`src/rtl/irq_prio_pkg.sv`:
```
package irq_prio_pkg;

  // Register byte offsets on the bus
  localparam logic [7:0] SP2_PRIO_OFS = 8'h00;
  localparam logic [7:0] CAP_PRIO_OFS = 8'h04;

  // Field positions (low bit of each 3-bit field)
  localparam int SP2_FAULT_LSB = 0;
  localparam int SP2_EVENT_LSB = 4;
  localparam int CAP_CH3_LSB = 4;
  localparam int CAP_CH4_LSB = 8;
  localparam int CAP_CH5_LSB = 12;

  // Width of one priority field
  localparam int PRIO_W = 3;

  // Level codes
  localparam logic [2:0] PRIO_RESET = 3'h4;
  localparam logic [2:0] PRIO_OFF = 3'h0;
  localparam logic [2:0] PRIO_MAX = 3'h7;
  localparam logic [2:0] PRIO_MIN = 3'h1;

  // Implemented-bit masks for the two registers
  localparam logic [15:0] SP2_PRIO_MASK = 16'h0077;
  localparam logic [15:0] CAP_PRIO_MASK = 16'h7770;

  // Number of sources fed to arbitration
  localparam int NUM_SRC = 5;

  // Source indices
  localparam int SRC_SP2_FAULT = 0;
  localparam int SRC_SP2_EVENT = 1;
  localparam int SRC_CAP_CH3 = 2;
  localparam int SRC_CAP_CH4 = 3;
  localparam int SRC_CAP_CH5 = 4;

  // Per-source priority levels as held in the registers
  typedef struct packed {
    logic [2:0] capture_ch5_priority;
    logic [2:0] capture_ch4_priority;
    logic [2:0] capture_ch3_priority;
    logic [2:0] serial_port2_event_priority;
    logic [2:0] serial_port2_fault_priority;
  } prio_cfg_s;

  // One pending AHB data phase
  typedef struct packed {
    logic valid;
    logic write;
    logic [7:0] addr;
  } ahb_phase_s;

endpackage

```
`src/rtl/src_prio_gate.sv`:
```
`timescale 1ns/100ps
// Turns one source's flag, enable and priority into a request for arbitration
module src_prio_gate
(
  // Clock and reset, used by the checks only
  input wire logic clk,
  input wire logic rst_n,
  // Source state
  input wire logic flag,
  input wire logic enable,
  input wire logic [2:0] level,
  // Towards arbitration
  output logic req,
  output logic [2:0] req_level
);

  // A zero level masks the source whatever flag and enable say
  always_comb
  begin
    req = flag && enable && (level != irq_prio_pkg::PRIO_OFF);
    // Level equals the binary code: 1 lowest up to 7 highest
    req_level = req ? level : irq_prio_pkg::PRIO_OFF;
  end
endmodule

```
`src/rtl/irq_priority_cfg_bank.sv`:
```
// Chosen here: the AHB-Lite register port and the register offsets.
`timescale 1ns/100ps
module irq_priority_cfg_bank
#(
  parameter int ADDR_W = 32
)
(
  // Clock and reset
  input wire logic clk,
  input wire logic rst_n,
  // AHB-Lite slave
  input wire logic hsel,
  input wire logic [ADDR_W-1:0] haddr,
  input wire logic [1:0] htrans,
  input wire logic hwrite,
  input wire logic [2:0] hsize,
  input wire logic [31:0] hwdata,
  input wire logic hready,
  output logic hreadyout,
  output logic hresp,
  output logic [31:0] hrdata,
  // Source flags and enables from the peripherals
  input wire logic [irq_prio_pkg::NUM_SRC-1:0] src_flag,
  input wire logic [irq_prio_pkg::NUM_SRC-1:0] src_enable,
  // Towards arbitration
  output irq_prio_pkg::prio_cfg_s prio_cfg,
  output logic [irq_prio_pkg::NUM_SRC-1:0] src_req,
  output logic [irq_prio_pkg::NUM_SRC-1:0][2:0] src_req_level
);

  // The decoder needs at least the byte offsets of both registers
  if (ADDR_W < 8)
  begin : g_addr_check
    $error("ADDR_W must be at least 8");
  end

  // Register storage, only implemented bits are kept
  logic [2:0] sp2_event_reg;
  logic [2:0] sp2_fault_reg;
  logic [2:0] cap_ch5_reg;
  logic [2:0] cap_ch4_reg;
  logic [2:0] cap_ch3_reg;
  // Data phase bookkeeping
  irq_prio_pkg::ahb_phase_s phase_reg;
  // Read data, held in flops
  logic [31:0] hrdata_reg;
  logic [31:0] hrdata_next;
  // Address phase acceptance
  logic addr_take;
  logic wr_now;
  // Image of each register as seen this cycle
  logic [15:0] sp2_image;
  logic [15:0] cap_image;

  // Returns 1 for the first register, 2 for the second, 0 when unmapped
  function automatic logic [1:0] reg_sel(input logic [7:0] ofs);
    logic [1:0] s;
    s = 2'h0;
    if (ofs == irq_prio_pkg::SP2_PRIO_OFS)
    begin
      s = 2'h1;
    end
    else if (ofs == irq_prio_pkg::CAP_PRIO_OFS)
    begin
      s = 2'h2;
    end
    return s;
  endfunction

  // Zero wait states and only OKAY answers
  assign hreadyout = 1'b1;
  assign hresp = 1'b0;
  assign hrdata = hrdata_reg;

  // A transfer is taken on NONSEQ or SEQ while the bus is ready
  assign addr_take = hsel && hready && htrans[1];
  // A write lands in the data phase that follows its address phase
  assign wr_now = phase_reg.valid && phase_reg.write;

  // Register images; unused positions are constant zero
  always_comb
  begin
    sp2_image = 16'h0000;
    sp2_image[irq_prio_pkg::SP2_EVENT_LSB +: 3] = sp2_event_reg;
    sp2_image[irq_prio_pkg::SP2_FAULT_LSB +: 3] = sp2_fault_reg;
    cap_image = 16'h0000;
    cap_image[irq_prio_pkg::CAP_CH5_LSB +: 3] = cap_ch5_reg;
    cap_image[irq_prio_pkg::CAP_CH4_LSB +: 3] = cap_ch4_reg;
    cap_image[irq_prio_pkg::CAP_CH3_LSB +: 3] = cap_ch3_reg;
  end

  // Remember the address phase for the data phase
  always_ff @(posedge clk or negedge rst_n)
  begin
    if (!rst_n)
    begin
      phase_reg <= '0;
    end
    else if (hready)
    begin
      phase_reg.valid <= addr_take;
      phase_reg.write <= hwrite;
      phase_reg.addr <= haddr[7:0];
    end
  end

  // Serial port 2 fields; other bits of the word are dropped
  always_ff @(posedge clk or negedge rst_n)
  begin
    if (!rst_n)
    begin
      sp2_event_reg <= irq_prio_pkg::PRIO_RESET;
      sp2_fault_reg <= irq_prio_pkg::PRIO_RESET;
    end
    else if (wr_now && reg_sel(phase_reg.addr) == 2'h1)
    begin
      sp2_event_reg <= hwdata[irq_prio_pkg::SP2_EVENT_LSB +: 3];
      sp2_fault_reg <= hwdata[irq_prio_pkg::SP2_FAULT_LSB +: 3];
    end
  end

  // Capture channel fields
  always_ff @(posedge clk or negedge rst_n)
  begin
    if (!rst_n)
    begin
      cap_ch5_reg <= irq_prio_pkg::PRIO_RESET;
      cap_ch4_reg <= irq_prio_pkg::PRIO_RESET;
      cap_ch3_reg <= irq_prio_pkg::PRIO_RESET;
    end
    else if (wr_now && reg_sel(phase_reg.addr) == 2'h2)
    begin
      cap_ch5_reg <= hwdata[irq_prio_pkg::CAP_CH5_LSB +: 3];
      cap_ch4_reg <= hwdata[irq_prio_pkg::CAP_CH4_LSB +: 3];
      cap_ch3_reg <= hwdata[irq_prio_pkg::CAP_CH3_LSB +: 3];
    end
  end

  // Read data is built at the address phase so it stands from a flop.
  // A write still in its data phase to the same register is forwarded,
  // otherwise a write followed at once by a read would return stale data.
  always_comb
  begin
    hrdata_next = 32'h0000_0000;
    unique case (reg_sel(haddr[7:0]))
      2'h1:
      begin
        if (wr_now && reg_sel(phase_reg.addr) == 2'h1)
        begin
          hrdata_next[15:0] = hwdata[15:0] & irq_prio_pkg::SP2_PRIO_MASK;
        end
        else
        begin
          hrdata_next[15:0] = sp2_image;
        end
      end
      2'h2:
      begin
        if (wr_now && reg_sel(phase_reg.addr) == 2'h2)
        begin
          hrdata_next[15:0] = hwdata[15:0] & irq_prio_pkg::CAP_PRIO_MASK;
        end
        else
        begin
          hrdata_next[15:0] = cap_image;
        end
      end
      // Unmapped offsets read as zero
      default:
      begin
        hrdata_next = 32'h0000_0000;
      end
    endcase
  end

  // Read data flop, loaded only for an accepted read
  always_ff @(posedge clk or negedge rst_n)
  begin
    if (!rst_n)
    begin
      hrdata_reg <= 32'h0000_0000;
    end
    else if (addr_take && !hwrite)
    begin
      hrdata_reg <= hrdata_next;
    end
  end

  // Levels handed to arbitration straight from the flops
  always_comb
  begin
    prio_cfg.capture_ch5_priority = cap_ch5_reg;
    prio_cfg.capture_ch4_priority = cap_ch4_reg;
    prio_cfg.capture_ch3_priority = cap_ch3_reg;
    prio_cfg.serial_port2_event_priority = sp2_event_reg;
    prio_cfg.serial_port2_fault_priority = sp2_fault_reg;
  end

  // Per-source request gating, indexed as the package source numbers
  logic [irq_prio_pkg::NUM_SRC-1:0][2:0] level_vec;
  assign level_vec = prio_cfg;

  for (genvar i = 0; i < irq_prio_pkg::NUM_SRC; i++)
  begin : g_src
    src_prio_gate u_gate
    (
      .clk(clk),
      .rst_n(rst_n),
      .flag(src_flag[i]),
      .enable(src_enable[i]),
      .level(level_vec[i]),
      .req(src_req[i]),
      .req_level(src_req_level[i])
    );
  end

  // Helper: high in the first cycle after reset release
  logic first_cyc_reg;
  always_ff @(posedge clk or negedge rst_n)
  begin
    if (!rst_n)
    begin
      first_cyc_reg <= 1'b1;
    end
    else
    begin
      first_cyc_reg <= 1'b0;
    end
  end
endmodule

```
`config.mk`:
```
export PLATFORM = sky130hd
export DESIGN_NAME = irq_priority_cfg_bank
export DESIGN_NICKNAME = d
export VERILOG_FILES = /design/src/rtl/irq_prio_pkg.sv /design/src/rtl/src_prio_gate.sv /design/src/rtl/irq_priority_cfg_bank.sv
export SDC_FILE = /design/constraint.sdc
export NUM_CORES = 1
export LEC_CHECK = 0
export BUFFER_PORTS_ARGS = -buffer_cell sky130_fd_sc_hd__buf_2
export CORE_UTILIZATION = 35
export CTS_CLUSTER_SIZE = 24
export DETAILED_ROUTE_END_ITERATION = 12
export GPL_TIMING_DRIVEN = 0
export HOLD_SLACK_MARGIN = 0.08
export PLACE_DENSITY = 0.76
export SYNTH_ARGS = -nofsm -noshare
export SYNTH_HDL_FRONTEND = slang
export SYNTH_HIERARCHICAL = 1
export SYNTH_SLANG_ARGS = --single-unit
```
`constraint.sdc`:
```
create_clock -name clk -period 1.6 [get_ports clk]
set_clock_uncertainty 0.05 [all_clocks]
set_input_delay 0.08 -clock clk [delete_from_list [all_inputs] [get_ports clk]]
set_output_delay 0.08 -clock clk [all_outputs]
set_load 0.05 [all_outputs]
```
==> reports/qor.yml <==
yosys:
  synth_top_area_cell: "dfrtp_1"
  syn_area_per_cell_um2: 12.9
  netlist_top_cells_area: "dfrtp_1, buf_4, dfstp_2, mux2_2, mux2_4"
  synth_cells: 147
  synth_top_area_share: 0.423
  ys_types: 30
  synth_seq_cells: 37
  yosysWarningCount: 6
  yosysSeqAreaShare: 0.492
  synth_area_um2: 1890
setup_path:
  r2r-end: "hrdata[1]"
  reg2reg_from: "phase_reg[4]"
  rr_worst_depth: 5
  cp-end-kind: "flop"
  crit_required_ns: 1.72
  startpoint_type: "flop"
  crit_type: "reg2reg"
  r2r_slack_ns: -0.19
  worstPathArrival_ns: 1.92
  startpoint: "phase_reg[4]"
  worstPathMaxFanout: 3
route:
  wl_met2_mm: 2.11
  met1Wirelength_mm: 1.82
  initialDrtViolationCount: 62
  wl_met3_um: 259
  antenna_left: 0
  detail_route.wl_per_cell_um: 11.9
  vias: 1561
  wl_mm: 4.20
  drcViolationCount: 0
  drt-pass1-iter-count: 4
  maxUsedRoutingLayer: "met4"
  viasPerCell: 4.42
sta:
  rsz0062_at_grt: "true"
  hold_viol_final: 0
  max_freq_mhz: 557
  tightest_slew_ns: 0.797
  min_period_ns: 1.79
  setup_tns_ns: -1.66
  finalSetupViolCount: 16
  final.setup.worst_slack_ns: -0.195
  slew_violations: 0
  post-route-period-util: 1.12
  slew_headroom: 0.469
clocking:
  clockBufferDepth: 2
  cts.htree.levels: 2
  cts_root_buffer: "clkbuf_8"
  clkLatencyLatePin_ns: 0.28
  cts_made_buffers: 5
  cts_sinks: 37
  cts_tree: "built"
  clk_pin_slew_ns: 0.07
floorplan:
  core_area_um2: 5170
  num_rows: 26
  die_h_um: 75.5
  dieArea_um2: 5710
  dieWidth_um: 75.5
  start_util: 0.366
  ios: 153
placed_design:
  globalplace.congestion: 0.670
  dp_hpwl_mm: 3.03
  io_buffers: 81
  dp.cells: 318
  dpl-instance-area_um2: 2470
cells_and_area:
  area_growth_pct: 53.5
  drive_above_1_share: 0.551
  largest_reg_flops: 12
  final_cells: 353
  antenna_cells: 0
  final_util: 0.562
  design_area_um2: 2910
  layout.nets: 366
grt:
  antenna_found_initial: 0
  grt_overflow: 0
  grt_max_degree: 38
  grt_pass1_wl_mm: 6.50
  track_usage: 0.155
  grt_pass1_vias: 1420
run_status:
  violations: "negative setup slack"
  status: "complete, but fails checks"
power:
  ir_drop_mv: 0.427
  powerDensity_nw_per_um2: 762
  power.leakage_nw: 1.60
flow_run:
  cap_viol_max_count: 0
hold_path:
  hp-start: "haddr[2]"
  min_path_cells: 2
  hold_class: "in2reg"
  min_to: "phase_reg[2]"
critical path, stage by stage (launching register included):
cell and delay [ns]:
dfrtp_1 0.39, nor4_2 0.31, and4bb_2 0.33, buf_4 0.13, mux2_4 0.29, a22o_1 0.19
cell families after synthesis:
logic type      Yosys count  share of synthesized area
buf+inv                  31                      0.113
mux                      24                      0.153
simple gates             35                      0.149
compound gates           18                     0.0886
other cells               2                    0.00397
flops                    37                      0.492
layout make-up:
type	count	area (um2)
fill	443	2270
inverter	4	15.0
sequential	37	932
timing repair buffer	108	688
clock buffer	8	90.1
multi-input combinational	99	891
buffer	27	203
tap	70	87.6
repair_timing:
item / CTS / global route
setup endpoints to repair: 14 / 21
setup buffers: 2 / 1
pin swaps: 5 / 4
resized for setup: 3 / 11
endpoints found under the hold margin: 59 / 0
hold buffers: 24 / 0
per-stage QoR:
| stage | power, mW | hold slack, ns | setup WS, ns |
|---|---|---|---|
| floorplan | 1.40 | -0.266 | -0.0977 |
| global placement | 1.51 | 0.159 | -0.209 |
| detailed placement | 1.52 | 0.169 | -0.235 |
| CTS | 2.24 | 0.106 | -0.208 |
| global route | 2.33 | 0.101 | -0.273 |
| finish | 2.22 | 0.117 | -0.195 |
Yosys cell counts:
cell type / n
clkbuf_1: 2
nor4_2: 1
and4bb_1: 1
nand4b_4: 1
nand3_1: 4
or3_1: 1
nand2_1: 4
dfrtp_1: 32
or4_4: 1
mux2_2: 11
a32o_1: 6
a22o_1: 3
nor4_4: 1
o2111ai_1: 3
buf_4: 24
and4bb_2: 1
inv_1: 4
and3_1: 10
mux2_1: 4
and3_2: 5
nor3_4: 1
mux2_4: 6
o21ai_0: 1
mux2i_1: 3
buf_6: 1
dfstp_2: 5
o311a_1: 5
nand3b_1: 3
nand4b_1: 1
conb_1: 2
cell usage in the layout (no fill, tap or decap):
cell type      synthesis  routed
buf_2                  0      81
dfrtp_1               32      32
buf_4                 24      24
dlygate4sd3_1          0      24
conb_1                 2      22
mux2_4                 6      11
and3_1                10      10
mux2_2                11       9
a32o_1                 6       6
clkbuf_8               0       6
dfstp_2                5       5
o311a_1                5       5
and3_2                 5       5
inv_1                  4       4
clkbuf_1               2       4
nand2_1                4       4
nand3_1                4       4
mux2i_4                0       3
nand3b_1               3       3
a22o_1                 3       3
buf_6                  1       2
o2111ai_2              0       2
nor4_2                 1       1
and4bb_1               1       1
and4bb_2               1       1
mux2_1                 4       1
nand4b_1               1       1
nand4b_4               1       1
or4_4                  1       1
or3_1                  1       1
nor3_4                 1       1
nor4_4                 1       1
o2111ai_1              3       1
o21ai_0                1       1
buf_12                 0       1
buf_8                  0       1
power by group:
| part | switching, mW | internal (mW) |
|---|---|---|
| registers | 0.0366 | 0.984 |
| logic | 0.347 | 0.197 |
| clock network | 0.300 | 0.351 |
| total | 0.684 | 1.53 |
worst max-delay path by stage:
| stage | end | slack (ns) | cells after the start |
|---|---|---|---|
| after floorplan | hrdata[2] | -0.1 | 5 |
| after global placement | hrdata[2] | -0.21 | 5 |
| after detailed placement | hrdata[2] | -0.24 | 5 |
| after CTS | hrdata[2] | -0.21 | 5 |
| after global routing | hrdata[2] | -0.27 | 5 |
| final | hrdata[1] | -0.19 | 5 |
per-layer routing:
metal,GRT usage,up-vias
li1,-,774
met1,0.188,721
met2,0.274,64
met3,0.0450,2
met4,0.0370,0
met5,0,-
(Power assumes the default switching activity.)
